[src/master_ctrl_defs.vh]
// Purpose: offsets, field positions and reset values of the master group
// Assumes: 8-bit microprocessor port, normal-mode address space
// Notes: included by master_control_interrupt_regs only, not by sync_edge_sel
`ifndef MASTER_CTRL_DEFS_VH
`define MASTER_CTRL_DEFS_VH

`define ADDR_W 8
`define ADDR_RESET_ID 8'h00
`define ADDR_MASTER_CFG 8'h01
`define ADDR_MASTER_STAT 8'h02
`define ADDR_MISC_STAT 8'h03

`define CFG_ACTIVE 0
`define CFG_AUTOSEL 1
`define CFG_IRQ_EN 2
`define CFG_RST_OUT 3
`define CFG_RX_INV 4
`define CFG_TX_INV 5
`define CFG_RSVD_HI 7
`define CFG_RSVD_LO 6
`define CFG_RESET_VAL 8'h02
`define CFG_RESERVED_MASK 8'hC0

`define ID_SWRST 7
`define ID_TYPE_HI 6
`define ID_TYPE_LO 4
`define ID_REV_HI 3
`define ID_REV_LO 0

`define MISC_LOCK_CHG 0
`define MISC_CODE 1
`define MISC_CSD 2
`define MISC_XFIFO 3

`define SRC_LINK1 0
`define SRC_LINK2 1
`define SRC_TXCNT 2
`define SRC_RXCH 3
`define SRC_TXCH 4
`define SRC_CELLIN 5
`define SRC_CELLOUT 6
`define SRC_CPUBUF 7

`endif

[src/master_control_interrupt_regs.v]
// Purpose: master reset, identity, configuration and interrupt status
// Assumes: synchronous 8-bit microprocessor port on i_clk
// Notes: open-drain pins given as out/enable pairs, enable low drives
`timescale 1ns/1ns
`include "master_ctrl_defs.vh"

// Notes on behaviour
// - unused config bits 7:6 store writes and read back; unused misc bits 7:4 read as zero
// - every writable configuration bit except active-link reads back its last written value
// - writable control bits reset to zero unless another default given
// - writes to read-only bits change nothing unless side effect defined
// - identity holds 4-bit revision low and 3-bit family code bits 6:4
// - any write to address zero loads all performance meters at once
// - software reset bit holds device in standby until written zero
// - hardware reset clears software reset; both reset otherwise alike
// - active-link bit picks link one (0) or two (1) for data, 8k
// - active-link reads link in use; writes ignored under auto select
// - auto-select bit, default one, lets device choose link from status
// - global enable lets enabled status pull interrupt low, else float
// - bit 3 or received code pulls reset pin low, else it floats
// - bit 4 samples receive lines on falling edge, else rising
// - bit 5 launches transmit lines on falling edge, else rising
// - status bits 0,1 follow link receiver pending, clear on its read
// - status bit 2 follows transmit count pending, clear on its read
// - status bits 3,4 follow channel buffer pending, clear on read
// - status bits 5,6 follow cell port pending, clear on port read
// - status bit 7 follows cpu cell buffer pending, clear on read
// - lock-change flag sets on lock status change, clears on misc read
// - lock status reads one when synthesiser outside 488 ppm window; no lock status bit is readable here, only the change flag in misc bit 0
// - misc bit 1 follows either link's code status pending
module master_control_interrupt_regs #(
  parameter LINES = 16,
  parameter [2:0] FAMILY_CODE = 3'h5, // arbitrary value
  parameter [3:0] REVISION = 4'hA // arbitrary value
) (
  input wire i_clk,
  input wire i_rst,
  // microprocessor port
  input wire i_cs_n,
  input wire i_wr_n,
  input wire i_rd_n,
  input wire [`ADDR_W-1:0] i_addr,
  input wire [7:0] i_wdata,
  output reg [7:0] o_rdata,
  // sub-block pending levels (already enable-qualified)
  input wire [7:0] i_block_pending,
  input wire [7:0] i_block_status_read,
  input wire i_code_status_pending,
  input wire i_clocked_serial_pending,
  input wire i_cpu_extract_buf_pending,
  input wire i_synth_unlocked,
  input wire i_auto_link_choice,
  input wire i_code_reset_req,
  // serial link selection
  input wire i_serial_link_one_in,
  input wire i_serial_link_two_in,
  input wire i_timing_ref_8k_one,
  input wire i_timing_ref_8k_two,
  output reg o_active_link_data,
  output reg o_timing_ref_8k,
  // clocked serial buses
  input wire [LINES-1:0] i_serial_rx_clocks,
  input wire [LINES-1:0] i_serial_rx_lines,
  output wire [LINES-1:0] o_serial_rx_data,
  output wire [LINES-1:0] o_serial_rx_strobe,
  input wire [LINES-1:0] i_serial_tx_clocks,
  input wire [LINES-1:0] i_serial_tx_data,
  output reg [LINES-1:0] o_serial_tx_lines,
  // device-wide controls
  output wire o_device_reset,
  output reg o_load_meters,
  // open-drain pins: enable low drives output low
  output wire o_irq_out_n,
  output wire o_irq_out_n_oe_n,
  output wire o_reset_out_pin_n,
  output wire o_reset_out_pin_n_oe_n
);
  reg swrst_q;
  reg [7:0] cfg_q;
  reg active_q;
  reg [7:0] master_stat_q;
  reg lock_change_q;
  reg [2:0] lock_sync_q;
  reg lock_seen_q;
  reg [LINES-1:0] tx_s1_q;
  reg [LINES-1:0] tx_s2_q;
  reg [LINES-1:0] tx_s3_q;
  reg [LINES-1:0] tx_st_q;
  wire wr_strobe;
  wire rd_strobe;
  wire block_rst;
  wire [7:0] misc_stat;
  wire irq_any;
  wire lock_stable;
  wire [LINES-1:0] tx_edge;

  // address decode shared by read and write paths
  function hit;
    input [`ADDR_W-1:0] addr;
    input [`ADDR_W-1:0] target;
    begin
      hit = (addr == target);
    end
  endfunction

  assign wr_strobe = ~i_cs_n & ~i_wr_n;
  assign rd_strobe = ~i_cs_n & ~i_rd_n;

  // soft reset holds
  // rest of device kept in standby while the bit stays one
  assign block_rst = i_rst | swrst_q;
  assign o_device_reset = block_rst;

  // software reset bit only; hardware reset or a written zero clears it
  // hardware clears soft
  always @(posedge i_clk or posedge i_rst) begin
    if (i_rst) begin
      swrst_q <= 1'b0;
    end else if (wr_strobe && hit(i_addr, `ADDR_RESET_ID)) begin
      swrst_q <= i_wdata[`ID_SWRST];
    end
  end

  // meter load pulse
  // one pulse per write, independent of data written
  always @(posedge i_clk or posedge i_rst) begin
    if (i_rst) begin
      o_load_meters <= 1'b0;
    end else begin
      o_load_meters <= wr_strobe && hit(i_addr, `ADDR_RESET_ID);
    end
  end

  // config defaults
  // configuration follows soft reset exactly as hardware reset
  always @(posedge i_clk or posedge block_rst) begin
    if (block_rst) begin
      cfg_q <= `CFG_RESET_VAL;
    end else if (wr_strobe && hit(i_addr, `ADDR_MASTER_CFG)) begin
      cfg_q <= i_wdata;
    end
  end

  always @(posedge i_clk or posedge block_rst) begin
    if (block_rst) begin
      active_q <= 1'b0;
    end else if (cfg_q[`CFG_AUTOSEL]) begin
      active_q <= i_auto_link_choice;
    end else if (wr_strobe && hit(i_addr, `ADDR_MASTER_CFG)) begin
      active_q <= i_wdata[`CFG_ACTIVE];
    end
  end

  always @(posedge i_clk or posedge block_rst) begin
    if (block_rst) begin
      o_active_link_data <= 1'b0;
      o_timing_ref_8k <= 1'b0;
    end else begin
      o_active_link_data <= active_q ? i_serial_link_two_in
                                     : i_serial_link_one_in;
      o_timing_ref_8k <= active_q ? i_timing_ref_8k_two
                                  : i_timing_ref_8k_one;
    end
  end

  // master status bits
  // sticky: a new pending in the read cycle wins over the clear
  always @(posedge i_clk or posedge block_rst) begin
    if (block_rst) begin
      master_stat_q <= 8'h00;
    end else begin
      master_stat_q <= i_block_pending |
                       (master_stat_q & ~i_block_status_read);
    end
  end

  // lock status synchroniser; stage one feeds only stage two
  always @(posedge i_clk or posedge block_rst) begin
    if (block_rst) begin
      lock_sync_q <= 3'h0;
    end else begin
      lock_sync_q <= {lock_sync_q[1:0], i_synth_unlocked};
    end
  end

  assign lock_stable = (lock_sync_q[1] == lock_sync_q[2]);

  // lock status source
  // change sets flag even in the cycle of the clearing read
  always @(posedge i_clk or posedge block_rst) begin
    if (block_rst) begin
      lock_seen_q <= 1'b0;
      lock_change_q <= 1'b0;
    end else begin
      if (lock_stable)
        lock_seen_q <= lock_sync_q[2];
      if (lock_stable && (lock_sync_q[2] != lock_seen_q))
        lock_change_q <= 1'b1;
      else if (rd_strobe && hit(i_addr, `ADDR_MISC_STAT))
        lock_change_q <= 1'b0;
    end
  end

  assign misc_stat = {4'h0, i_cpu_extract_buf_pending,
                      i_clocked_serial_pending, i_code_status_pending,
                      lock_change_q};

  always @* begin
    o_rdata = 8'h00;
    if (rd_strobe) begin
      case (i_addr)
        `ADDR_RESET_ID: o_rdata = {swrst_q, FAMILY_CODE, REVISION};
        `ADDR_MASTER_CFG: o_rdata = {cfg_q[7:1], active_q};
        `ADDR_MASTER_STAT: o_rdata = master_stat_q;
        `ADDR_MISC_STAT: o_rdata = misc_stat;
        default: o_rdata = 8'h00;
      endcase
    end
  end

  assign irq_any = (|master_stat_q) | (|misc_stat);
  assign o_irq_out_n = 1'b0;
  assign o_irq_out_n_oe_n = ~(cfg_q[`CFG_IRQ_EN] & irq_any);

  // reset pin drive
  // either register bit or inband code pulls the pin low
  assign o_reset_out_pin_n = 1'b0;
  assign o_reset_out_pin_n_oe_n = ~(cfg_q[`CFG_RST_OUT] | i_code_reset_req);

  sync_edge_sel #(
    .WIDTH(LINES)
  ) u_rx_capture (
    .i_clk(i_clk),
    .i_rst(block_rst),
    .i_invert(cfg_q[`CFG_RX_INV]),
    .i_line_clk(i_serial_rx_clocks),
    .i_data(i_serial_rx_lines),
    .o_data(o_serial_rx_data),
    .o_strobe(o_serial_rx_strobe)
  );

  // transmit clocks synchronised; stage one read by stage two only
  always @(posedge i_clk or posedge block_rst) begin
    if (block_rst) begin
      tx_s1_q <= {LINES{1'b0}};
      tx_s2_q <= {LINES{1'b0}};
      tx_s3_q <= {LINES{1'b0}};
      tx_st_q <= {LINES{1'b0}};
    end else begin
      tx_s1_q <= i_serial_tx_clocks;
      tx_s2_q <= tx_s1_q;
      tx_s3_q <= tx_s2_q;
      tx_st_q <= (tx_s2_q ~^ tx_s3_q) & tx_s3_q |
                 ~(tx_s2_q ~^ tx_s3_q) & tx_st_q;
    end
  end

  // transmit edge pick
  // launch on rising edge, or falling when inverted
  assign tx_edge = (tx_s2_q ~^ tx_s3_q) & (tx_s3_q ^ tx_st_q) &
                   (cfg_q[`CFG_TX_INV] ? ~tx_s3_q : tx_s3_q);

  // launch registers; lines hold between chosen edges
  always @(posedge i_clk or posedge block_rst) begin
    if (block_rst) begin
      o_serial_tx_lines <= {LINES{1'b0}};
    end else begin
      o_serial_tx_lines <= (tx_edge & i_serial_tx_data) |
                           (~tx_edge & o_serial_tx_lines);
    end
  end
endmodule // master_control_interrupt_regs

[src/sync_edge_sel.v]
// Purpose: edge-selectable capture of serial lines, each on its own clock
// Assumes: line clocks arrive as pins, sampled into the system clock
// Notes: three-stage sync, change counts when stages two and three agree
`timescale 1ns/1ns
module sync_edge_sel #(
  parameter WIDTH = 16
) (
  input wire i_clk,
  input wire i_rst,
  input wire i_invert,
  input wire [WIDTH-1:0] i_line_clk,
  input wire [WIDTH-1:0] i_data,
  output reg [WIDTH-1:0] o_data,
  output reg [WIDTH-1:0] o_strobe
);
  reg [WIDTH-1:0] clk_s1_q;
  reg [WIDTH-1:0] clk_s2_q;
  reg [WIDTH-1:0] clk_s3_q;
  reg [WIDTH-1:0] clk_st_q;
  reg [WIDTH-1:0] dat_s1_q;
  reg [WIDTH-1:0] dat_s2_q;
  reg [WIDTH-1:0] dat_s3_q;
  reg [WIDTH-1:0] dat_st_q;
  genvar g;

  // per-line synchronisers and edge pick
  generate
    for (g = 0; g < WIDTH; g = g + 1) begin : g_line
      always @(posedge i_clk or posedge i_rst) begin
        if (i_rst) begin
          clk_s1_q[g] <= 1'b0;
          clk_s2_q[g] <= 1'b0;
          clk_s3_q[g] <= 1'b0;
          clk_st_q[g] <= 1'b0;
          dat_s1_q[g] <= 1'b0;
          dat_s2_q[g] <= 1'b0;
          dat_s3_q[g] <= 1'b0;
          dat_st_q[g] <= 1'b0;
          o_data[g] <= 1'b0;
          o_strobe[g] <= 1'b0;
        end else begin
          clk_s1_q[g] <= i_line_clk[g];
          clk_s2_q[g] <= clk_s1_q[g];
          clk_s3_q[g] <= clk_s2_q[g];
          dat_s1_q[g] <= i_data[g];
          dat_s2_q[g] <= dat_s1_q[g];
          dat_s3_q[g] <= dat_s2_q[g];
          // stable level only once two stages agree (glitch reject)
          if (clk_s2_q[g] == clk_s3_q[g])
            clk_st_q[g] <= clk_s3_q[g];
          if (dat_s2_q[g] == dat_s3_q[g])
            dat_st_q[g] <= dat_s3_q[g];
          // chosen edge: rising normally, falling when inverted
          o_strobe[g] <= (clk_s2_q[g] == clk_s3_q[g]) &&
                         (clk_s3_q[g] != clk_st_q[g]) &&
                         (clk_s3_q[g] == ~i_invert);
          if ((clk_s2_q[g] == clk_s3_q[g]) &&
              (clk_s3_q[g] != clk_st_q[g]) &&
              (clk_s3_q[g] == ~i_invert))
            o_data[g] <= dat_st_q[g];
        end
      end
    end
  endgenerate
endmodule // sync_edge_sel

[config.mk]
export PLATFORM = sky130hd
export DESIGN_NAME = master_control_interrupt_regs
export DESIGN_NICKNAME = d
export VERILOG_FILES = /design/src/master_control_interrupt_regs.v /design/src/sync_edge_sel.v
export VERILOG_INCLUDE_DIRS = /design/src /design/src/src
export SDC_FILE = /design/constraint.sdc
export NUM_CORES = 1
export LEC_CHECK = 0
export BUFFER_PORTS_ARGS = -buffer_cell sky130_fd_sc_hd__buf_2
export CORE_ASPECT_RATIO = 1.2
export CORE_MARGIN = 4
export CORE_UTILIZATION = 40
export DETAILED_ROUTE_END_ITERATION = 10
export PLACE_DENSITY_LB_ADDON = 0.08
export SETUP_SLACK_MARGIN = 0.5
export SLEW_MARGIN = 10
export SYNTH_ARGS = -nofsm -noshare
export SYNTH_HDL_FRONTEND = slang
export SYNTH_SLANG_ARGS = --single-unit
[constraint.sdc]
create_clock -name i_clk -period 31.9 [get_ports i_clk]
set_clock_uncertainty 0.1 [all_clocks]
set_input_delay 0 -clock i_clk [delete_from_list [all_inputs] [get_ports i_clk]]
set_output_delay 0 -clock i_clk [all_outputs]
set_load 0.01 [all_outputs]
# Yosys cells after proc, flatten, opt, wreduce, memory -nomap -nowiden
# Cells that the tools add are included.
# word_totals
reg_bits,266
in_bits,111
output_inout_bits,64
wordCells,322
# op_classes
eq_ne,69
n_mux,9
n_bitwise,28
reduce_logical,41
# ops
operator,n
$and A16 B16 Y16,6
$eq A1 B1 Y1,49
$not A16 Y16,3
$logic_and A1 B1 Y1,36
$or A16 B16 Y16,2
$pmux W8 S4,1
$ne A1 B1 Y1,17
$eq A8 B2 Y1 const B,2
$mux W16,1
$xnor A16 B16 Y16,1
$xor A16 B16 Y16,1
$and A8 B8 Y8,1
$eq A8 B1 Y1 const B,1
$logic_not A8 Y1,1
$mux W8,1
$not A8 Y8,1
$or A8 B8 Y8,1
$reduce_or A8 Y1,1
$mux W1,6
$not A1 Y1,6
$reduce_bool A2 Y1,2
$reduce_or A4 Y1,1
$and A1 B1 Y1,3
$or A1 B1 Y1,3

# Logic depth before layout (Yosys ltp)
# Gate-level depths: netlist of run 1.
# depth
depth_word,6
ltp_mapped,6
depth_no_buf,3

# Modules after synthesis
# From an unflattened synthesis of run 1, not the netlist that was laid out.
# hier_totals
hier_cells,661
area_unflattened_um2,9665.5
# modules_own_cells
mod,n_inst,cells_each,area_per_inst_um2,seq_area_each_um2
sync_edge_sel,1,306,5287.6,4003.8
master_control_interrupt_regs,1,355,4377.9,2628.8

# Least setup slack after synthesis of run 1
# No wires, ideal clock.
# synth_timing
path_type,reg2out
startpoint,reg swrst_q
endpoint,out o_device_reset
t_arrival_ns,13.191
required_time_ns,31.800
slack_ns,18.609
path_stages_with_launch,3
path_buffers,0
path_cell_list,dfrtp_1 nor2_1 inv_1
# synth_between
elab_chain_cells,1
# synth_lines
item,line,source
"start, declared",master_control_interrupt_regs.v:78,reg swrst_q;
"start signal, assigned",master_control_interrupt_regs.v:120,swrst_q <= i_wdata[`ID_SWRST];
$or A1 B1 Y1,master_control_interrupt_regs.v:111,assign block_rst = i_rst | swrst_q;
"end, declared",master_control_interrupt_regs.v:70,"output wire o_device_reset,"
# No other way between the ends.

# Final worst setup path of run 1
# layout_timing
startpoint,in i_wr_n
endpoint,reg active_q
# layout_between
elab_chain_cells,4
# layout_lines
item,line,source
"start, declared",master_control_interrupt_regs.v:40,"input wire i_wr_n,"
$not A1 Y1,master_control_interrupt_regs.v:106,assign wr_strobe = ~i_cs_n & ~i_wr_n;
$and A1 B1 Y1,master_control_interrupt_regs.v:106,
$logic_and A1 B1 Y1,master_control_interrupt_regs.v:149,"end else if (wr_strobe && hit(i_addr, `ADDR_MASTER_CFG)) begin"
$reduce_bool A2 Y1 (no line),n/a,
"end signal, assigned",master_control_interrupt_regs.v:148,active_q <= i_auto_link_choice;
"end signal, assigned",master_control_interrupt_regs.v:150,active_q <= i_wdata[`CFG_ACTIVE];
"end, declared",master_control_interrupt_regs.v:80,reg active_q;
# No other way between the ends.
# A chain may end at the register's enable or synchronous reset.

==> results of run 1 <==
cells in the mapped netlist:
cell	n
nor4b_1	16
dfrtp_1	264
and4_1	1
nor4_2	1
nor4bb_1	9
buf_2	6
nand4bb_1	3
dfstp_2	1
mux2_2	26
o21bai_1	2
a31o_2	9
nand3_2	1
nor4_4	1
o21ai_0	20
nor3b_1	2
a221o_1	2
nor2_1	72
inv_1	24
nand2b_1	5
o221a_2	16
a32oi_1	14
buf_6	1
nor2b_1	6
clkbuf_1	7
maj3_1	38
a21oi_1	28
nand4_1	1
nand3b_1	2
or4bb_1	6
o31ai_2	3
mux2_1	2
conb_1	1
o21a_1	14
and3_1	1
a22oi_1	3
or2_2	1
nand3_1	1
a211oi_1	2
buf_4	2
mux2i_1	3
o31ai_1	2
a21o_1	8
nand2_2	1
nor4_1	4
nand2_1	12
worst min path at each step:
stage                           from                        to  slack, ns  cells past startpoint
2_1_floorplan                  i_rst             o_load_meters      -0.36                      1
4_1_cts         i_serial_rx_lines[7]  u_rx_capture.dat_s1_q[7]     0.0005                      2
6_report       i_serial_rx_clocks[2]  u_rx_capture.clk_s1_q[2]       0.03                      2
3_5_place_dp                   i_rst             o_load_meters      -0.21                      2
3_3_place_gp                   i_rst             o_load_meters      -0.21                      2
5_1_grt        i_serial_tx_clocks[8]                tx_s1_q[8]      0.007                      2
routing by layer:
layer  up-vias  routed length (um)  track usage (%)
met5         -                   0                0
met1      3185                7940             18.7
met4         0                 423             4.23
met2       151                9990             26.9
met3        37                1000             3.35
li1       2955                   -                -
layout make-up:
| type | instances | area [sq um] | area share [%] |
|---|---|---|---|
| Sequential cell | 265 | 6630 | 51.7 |
| Multi-Input combinational cell | 340 | 2510 | 19.5 |
| Timing Repair Buffer | 305 | 2190 | 17.1 |
| Clock buffer | 39 | 823 | 6.42 |
| Tap cell | 310 | 388 | 3.02 |
| Clock inverter | 12 | 189 | 1.47 |
| Inverter | 24 | 90.1 | 0.702 |
worst max-delay path, delay by kind of cell:
kind                   cells  cell delay, ns
AO/OA/AOI/OAI              1            0.40
AND/OR/NAND/NOR            2            0.41
buffers and inverters      4            1.84
power by group:
part / switching [mW] / leakage, nW / internal [mW] / total, mW
clock network: 0.125 / 0.503 / 0.220 / 0.345
logic: 0.0363 / 2.21 / 0.0457 / 0.0820
registers: 0.0221 / 3.14 / 0.365 / 0.388
total: 0.184 / 5.86 / 0.631 / 0.814
metrics by stage:
| step | cells | hold WS, ns |
|---|---|---|
| after floorplan | 645 | -0.359 |
| after global placement | 1115 | -0.212 |
| after detailed placement | 1115 | -0.210 |
| after CTS | 1294 | 0.000481 |
| after global routing | 1295 | 0.00673 |
| final | 1295 | 0.0263 |
logic make-up after synthesis:
kind of cell | after synthesis | synth area share, %
adders and majority gates | 38 | 4.09
buffers and inverters | 40 | 1.86
other | 1 | 0.0403
AOI/OAI and AO/OA | 123 | 9.81
DFF | 265 | 71.3
and+or+nand+nor | 146 | 9.18
muxes | 31 | 3.71
==> run_summary.xml, run 1 <==
<?xml version="1.0" encoding="UTF-8"?>
<metrics>
  <group name="outcome">
    <metric name="run_status" unit="">finished, final reports clean</metric>
  </group>
  <group name="critical_path">
    <metric name="reg2regPathDepth" unit="">3</metric>
    <metric name="data_required_critical_path" unit="ns">32.20</metric>
    <metric name="worst-path-max-fanout" unit="">8</metric>
    <metric name="endpoint_arrival_time_on_the_critical_path" unit="ns">2.66</metric>
    <metric name="worstPathCellList" unit="">dlygate4sd3_1 -&gt; buf_2 -&gt; nor4_2 -&gt; dlygate4sd3_1 -&gt; nand3_2 -&gt; a221o_1 -&gt; dlygate4sd3_1</metric>
    <metric name="r2r-start" unit="">cfg_q[5]</metric>
    <metric name="timing.setup.critical_path_class" unit="">primary input to flip-flop</metric>
    <metric name="rrSetupSlack" unit="ns">29.73</metric>
    <metric name="cpMaxStageDelayCell" unit="">dlygate4sd3_1</metric>
    <metric name="timing.critical_path.mode_cell" unit="">dlygate4sd3_1</metric>
    <metric name="critical_path.endpoint" unit="">active_q</metric>
    <metric name="crit_path_end_kind" unit="">flip-flop</metric>
    <metric name="timing.critical_path.from" unit="">i_wr_n</metric>
    <metric name="slowest_delay" unit="ns">0.62</metric>
    <metric name="worstSetupStartpointType" unit="">primary input</metric>
    <metric name="critical_path.reg2reg.endpoint" unit="">cfg_q[5]</metric>
  </group>
  <group name="job">
    <metric name="max_cap_violations" unit="">0</metric>
  </group>
  <group name="timing">
    <metric name="maxClockFrequency" unit="MHz">424</metric>
    <metric name="worst_slew_pin_slew" unit="ns">1.10</metric>
    <metric name="rsz0062_at_grt" unit="">false</metric>
    <metric name="post-route-worst-setup-slack" unit="ns">29.54</metric>
    <metric name="time_the_worst_path_needs_with_i_o_delays_and_setup" unit="ns">2.36</metric>
    <metric name="ratio_of_final_minimum_period_to_clock_period" unit="%">7.39</metric>
    <metric name="final_max_slew_viol_count" unit="">0</metric>
    <metric name="worst_slew_margin_rel" unit="%">26.7</metric>
    <metric name="fin_tns_setup" unit="ns">0</metric>
    <metric name="timing_hold_violations_final" unit="">0</metric>
    <metric name="timing.final.setup_violations" unit="">0</metric>
  </group>
  <group name="power_and_ir_drop">
    <metric name="power.total" unit="mW">0.814</metric>
    <metric name="leakagePower" unit="nW">5.86</metric>
    <metric name="max-vdd-ir-drop" unit="uV">46.7</metric>
    <metric name="power.density_cell_area" unit="mW/mm^2">63.5</metric>
  </group>
  <group name="global_routing">
    <metric name="antenna_found_initial" unit="">0</metric>
    <metric name="grt_pass1_wl" unit="mm">32.8</metric>
    <metric name="largest_net_degree_at_the_start_of_global_routing" unit="">203</metric>
    <metric name="grt_pass1_vias" unit="">6806</metric>
    <metric name="globalRouteTotalUtil" unit="%">15.2</metric>
    <metric name="grt_overflow" unit="">0</metric>
  </group>
  <group name="clocking">
    <metric name="clockBufferDepth" unit="">3</metric>
    <metric name="cts_setup_buffers" unit="">0</metric>
    <metric name="clkLatencyLatePin" unit="ns">0.51</metric>
    <metric name="cts-hold-fix-buffers" unit="">128</metric>
    <metric name="ctsHtreeMaxLevel" unit="">1</metric>
    <metric name="clock-root-buffer" unit="">clkbuf_16</metric>
    <metric name="cts_made_buffers" unit="">28</metric>
    <metric name="cts_repair_resize_count" unit="">0</metric>
    <metric name="clk_pin_slew" unit="ns">0.06</metric>
    <metric name="cts_tree" unit="">done</metric>
    <metric name="tritoncts_num_sinks" unit="">265</metric>
  </group>
  <group name="routing">
    <metric name="wirelength" unit="mm">19.3</metric>
    <metric name="dr.pass1.iters" unit="">4</metric>
    <metric name="initialDrtViolationCount" unit="">327</metric>
    <metric name="vias_per_cell" unit="">4.89</metric>
    <metric name="route.detailed.wl_per_inst" unit="um">14.9</metric>
    <metric name="drc_errors" unit="">0</metric>
    <metric name="detail-route-antenna-nets" unit="">0</metric>
    <metric name="detailroute.via_count" unit="">6328</metric>
  </group>
  <group name="finish">
    <metric name="n_antenna_cell" unit="">0</metric>
    <metric name="final_nets" unit="">1075</metric>
    <metric name="layout.core_utilization" unit="%">56.6</metric>
    <metric name="n_fill_cell" unit="">1896</metric>
    <metric name="area.growth.synth_to_final" unit="%">37.9</metric>
    <metric name="share_of_cells_above_drive_strength_1" unit="%">28.9</metric>
    <metric name="layout_commonest_cell" unit="">dfrtp_1</metric>
    <metric name="top_library_cells_by_usage_in_the_layout_fill_and_taps_aside" unit="">dfrtp_1 (263), buf_2 (172), dlygate4sd3_1 (129), nor2_1 (71), maj3_1 (38)</metric>
    <metric name="postLayoutCellArea" unit="sq mm">0.0128</metric>
  </group>
  <group name="placement">
    <metric name="globalplace.congestion" unit="">0.798</metric>
    <metric name="placed_area" unit="sq mm">0.0105</metric>
    <metric name="port-buffer-count" unit="">172</metric>
    <metric name="dp.final_hpwl" unit="mm">12.3</metric>
    <metric name="place_ws" unit="ns">29.83</metric>
  </group>
  <group name="synth">
    <metric name="synth.yosys.seq_area_share" unit="%">71.3</metric>
    <metric name="postSynthRegisterBits" unit="">265</metric>
    <metric name="synth_area" unit="sq mm">0.00930</metric>
    <metric name="synthDominantCellAreaShare" unit="%">71.0</metric>
    <metric name="post-synth-top-area-cell" unit="">dfrtp_1</metric>
    <metric name="synthesis.area_per_instance" unit="sq um">14.4</metric>
    <metric name="ys.warnings.count" unit="">0</metric>
    <metric name="synth.distinct_cells" unit="">45</metric>
    <metric name="synthesis.instances" unit="">644</metric>
    <metric name="ys_top_cells_by_area" unit="">dfrtp_1 (71%), maj3_1 (4.1%), mux2_2 (3.1%)</metric>
  </group>
  <group name="min_path">
    <metric name="timing.hold.worst.class" unit="">primary input to flip-flop</metric>
  </group>
  <group name="die">
    <metric name="die_h" unit="um">175</metric>
    <metric name="floorplan.initialDensity" unit="%">41.0</metric>
    <metric name="floorplan.rows" unit="">60</metric>
    <metric name="floorplan.die.width" unit="um">147</metric>
    <metric name="boundaryPins" unit="">175</metric>
    <metric name="coreArea" unit="sq mm">0.0227</metric>
    <metric name="dieArea" unit="sq mm">0.0258</metric>
  </group>
</metrics>
Power figures use the tool's default switching activity.
==> run 2: changes to the inputs <==
==> constraint.sdc (replaced) <==
create_clock -name i_clk -period 2.4 [get_ports i_clk]
set_clock_uncertainty 0.1 [all_clocks]
set_input_delay 0 -clock i_clk [delete_from_list [all_inputs] [get_ports i_clk]]
set_output_delay 0 -clock i_clk [all_outputs]
set_load 0.01 [all_outputs]
==> run 2 against run 1 <==
  * Final cell count shrank 1.5%
  * Combinational power grew to 13 times the previous value
  * Routed wire length grew 3.0%
==> run_summary.xml, run 2 (synthesized netlist as in run 1, its figures left out) <==
<?xml version="1.0" encoding="UTF-8"?>
<metrics>
  <group name="outcome">
    <metric name="run_status" unit="">finished, final reports clean</metric>
  </group>
  <group name="finish">
    <metric name="final_nets" unit="">1060</metric>
    <metric name="layout.core_utilization" unit="%">55.6</metric>
    <metric name="share_of_cells_above_drive_strength_1" unit="%">30.0</metric>
    <metric name="n_antenna_cell" unit="">0</metric>
    <metric name="top_library_cells_by_usage_in_the_layout_fill_and_taps_aside" unit="">dfrtp_1 (262), buf_2 (172), dlygate4sd3_1 (106), nor2_1 (71), maj3_1 (38)</metric>
    <metric name="postLayoutCellArea" unit="sq mm">0.0126</metric>
    <metric name="area.growth.synth_to_final" unit="%">35.6</metric>
    <metric name="layout_commonest_cell" unit="">dfrtp_1</metric>
  </group>
  <group name="timing">
    <metric name="worst_slew_pin_slew" unit="ns">0.533</metric>
    <metric name="post-route-worst-setup-slack" unit="ns">0.556</metric>
    <metric name="maxClockFrequency" unit="MHz">542</metric>
    <metric name="timing.final.setup_violations" unit="">0</metric>
    <metric name="final_max_slew_viol_count" unit="">0</metric>
    <metric name="ratio_of_final_minimum_period_to_clock_period" unit="%">76.8</metric>
    <metric name="fin_tns_setup" unit="ns">0</metric>
    <metric name="rsz0062_at_grt" unit="">true</metric>
    <metric name="worst_slew_margin_rel" unit="%">64.4</metric>
    <metric name="time_the_worst_path_needs_with_i_o_delays_and_setup" unit="ns">1.84</metric>
    <metric name="timing_hold_violations_final" unit="">0</metric>
  </group>
  <group name="die">
    <metric name="coreArea" unit="sq mm">0.0227</metric>
    <metric name="floorplan.initialDensity" unit="%">41.0</metric>
    <metric name="die_h" unit="um">175</metric>
    <metric name="dieArea" unit="sq mm">0.0258</metric>
    <metric name="floorplan.die.width" unit="um">147</metric>
    <metric name="floorplan.rows" unit="">60</metric>
    <metric name="boundaryPins" unit="">175</metric>
  </group>
  <group name="routing">
    <metric name="detail-route-antenna-nets" unit="">0</metric>
    <metric name="drc_errors" unit="">0</metric>
    <metric name="wirelength" unit="mm">19.9</metric>
    <metric name="dr.pass1.iters" unit="">4</metric>
    <metric name="detailroute.via_count" unit="">6303</metric>
    <metric name="initialDrtViolationCount" unit="">353</metric>
    <metric name="vias_per_cell" unit="">4.94</metric>
    <metric name="route.detailed.wl_per_inst" unit="um">15.6</metric>
  </group>
  <group name="clocking">
    <metric name="ctsHtreeMaxLevel" unit="">1</metric>
    <metric name="cts_tree" unit="">done</metric>
    <metric name="tritoncts_num_sinks" unit="">265</metric>
    <metric name="cts_made_buffers" unit="">27</metric>
    <metric name="clk_pin_slew" unit="ns">0.06</metric>
    <metric name="clockBufferDepth" unit="">3</metric>
    <metric name="clock-root-buffer" unit="">clkbuf_16</metric>
    <metric name="clkLatencyLatePin" unit="ns">0.51</metric>
  </group>
  <group name="critical_path">
    <metric name="data_required_critical_path" unit="ns">2.69</metric>
    <metric name="timing.critical_path.mode_cell" unit="">dlygate4sd3_1</metric>
    <metric name="critical-path-top-delay-family" unit="">buffers and inverters</metric>
    <metric name="endpoint_arrival_time_on_the_critical_path" unit="ns">2.13</metric>
    <metric name="path_buf_inv" unit="">3</metric>
    <metric name="worstSetupStartpointType" unit="">primary input</metric>
    <metric name="slowest_delay" unit="ns">0.60</metric>
    <metric name="worst-path-max-fanout" unit="">3</metric>
    <metric name="timing.setup.critical_path_class" unit="">primary input to flip-flop</metric>
    <metric name="cpMaxStageDelayCell" unit="">dlygate4sd3_1</metric>
    <metric name="crit_path_end_kind" unit="">flip-flop</metric>
    <metric name="worstPathCellList" unit="">buf_2 -&gt; nor4_4 -&gt; dlygate4sd3_1 -&gt; and3_1 -&gt; dlygate4sd3_1 -&gt; mux2_2</metric>
  </group>
  <group name="power_and_ir_drop">
    <metric name="internal_power" unit="mW">8.04</metric>
    <metric name="power.density_cell_area" unit="mW/mm^2">829</metric>
    <metric name="p_comb_share" unit="%">10.5</metric>
    <metric name="seq_power_share" unit="%">49.3</metric>
    <metric name="netSwitchingPower" unit="mW">2.41</metric>
    <metric name="power.total" unit="mW">10.5</metric>
    <metric name="leakagePower" unit="nW">5.75</metric>
    <metric name="share_clk_of_total_power" unit="%">40.2</metric>
    <metric name="max-vdd-ir-drop" unit="uV">662</metric>
    <metric name="power.switching_fraction" unit="%">23.1</metric>
  </group>
  <group name="placement">
    <metric name="port-buffer-count" unit="">172</metric>
    <metric name="dp.final_hpwl" unit="mm">13.2</metric>
    <metric name="place_ws" unit="ns">0.392</metric>
    <metric name="placed_area" unit="sq mm">0.0106</metric>
    <metric name="globalplace.congestion" unit="">0.778</metric>
  </group>
  <group name="global_routing">
    <metric name="largest_net_degree_at_the_start_of_global_routing" unit="">69</metric>
    <metric name="globalRouteTotalUtil" unit="%">15.3</metric>
    <metric name="grt_pass1_wl" unit="mm">32.8</metric>
    <metric name="antenna_found_initial" unit="">0</metric>
    <metric name="grt_pass1_vias" unit="">6639</metric>
    <metric name="grt_overflow" unit="">0</metric>
  </group>
  <group name="min_path">
    <metric name="timing.hold.worst.class" unit="">primary input to flip-flop</metric>
  </group>
  <group name="job">
    <metric name="max_cap_violations" unit="">0</metric>
  </group>
</metrics>
run 2: cell count changes in the layout (fill, tap and decap cells not counted), sizes merged:
cell / previous run / this run
clkinvlp: 0 / 1
buf: 176 / 185
clkinv: 7 / 4
bufinv: 5 / 3
dlygate4sd3: 129 / 106
clkbuf: 39 / 38
run 2: layer usage:
layer	vias to the layer above	wire length, um	global-route usage, %	share of wire, %
met5	-	0	0	0
met4	0	405	4.35	2.0
met3	30	905	2.96	4.5
met2	155	10400	26.9	52
met1	3208	8240	19.4	41
li1	2910	-	-	-
run 2: power by group through the flow:
stage | Sequential [mW] | Combinational [mW] | Clock, mW
after floorplan | 5.23 | 0.504 | 0
after global placement | 5.21 | 0.920 | 0
after detailed placement | 5.23 | 0.966 | 0
after CTS | 5.16 | 1.12 | 4.36
after global routing | 5.21 | 1.22 | 4.55
final | 5.16 | 1.10 | 4.20
run 2: metrics by stage:
| stage | hold WS [ns] | instances |
|---|---|---|
| floorplan | -0.359 | 645 |
| global placement | -0.208 | 1122 |
| detailed placement | -0.205 | 1122 |
| CTS | 0.000685 | 1274 |
| global route | 0.00515 | 1276 |
| finish | 0.0278 | 1276 |
run 2: final timing paths:
path,startpoint,to,slack [ns],cells after the start
max,i_addr[7],swrst_q,0.56,6
min,i_serial_rx_lines[0],u_rx_capture.dat_s1_q[0],0.03,2
max reg2reg,cfg_q[4],u_rx_capture.o_data[13],0.57,3
min reg2reg,tx_s1_q[13],tx_s2_q[13],0.24,0
max in group asynchronous,swrst_q,tx_s1_q[13],1.02,2
min in group asynchronous,i_rst,tx_s1_q[5],0.06,3
run 2: what timing repair did:
item / in CTS / in global routing
endpoints found under the setup margin: 12 / 6
hold endpoints to repair: 209 / 0
buffers inserted: 0 / 2
gates resized for setup: 2 / 2
hold buffers: 106 / 0
pin swaps: 0 / 0
run 2: final cells by class:
type                    instances  area [sq um]
inverters                      24          90.1
multi-input cells             340          2510
flip-flops and latches        265          6640
fillers                      1930         10100
well taps                     310           388
repair buffers                291          2070
clock buffers                  38           787
clock inverters                 8           118
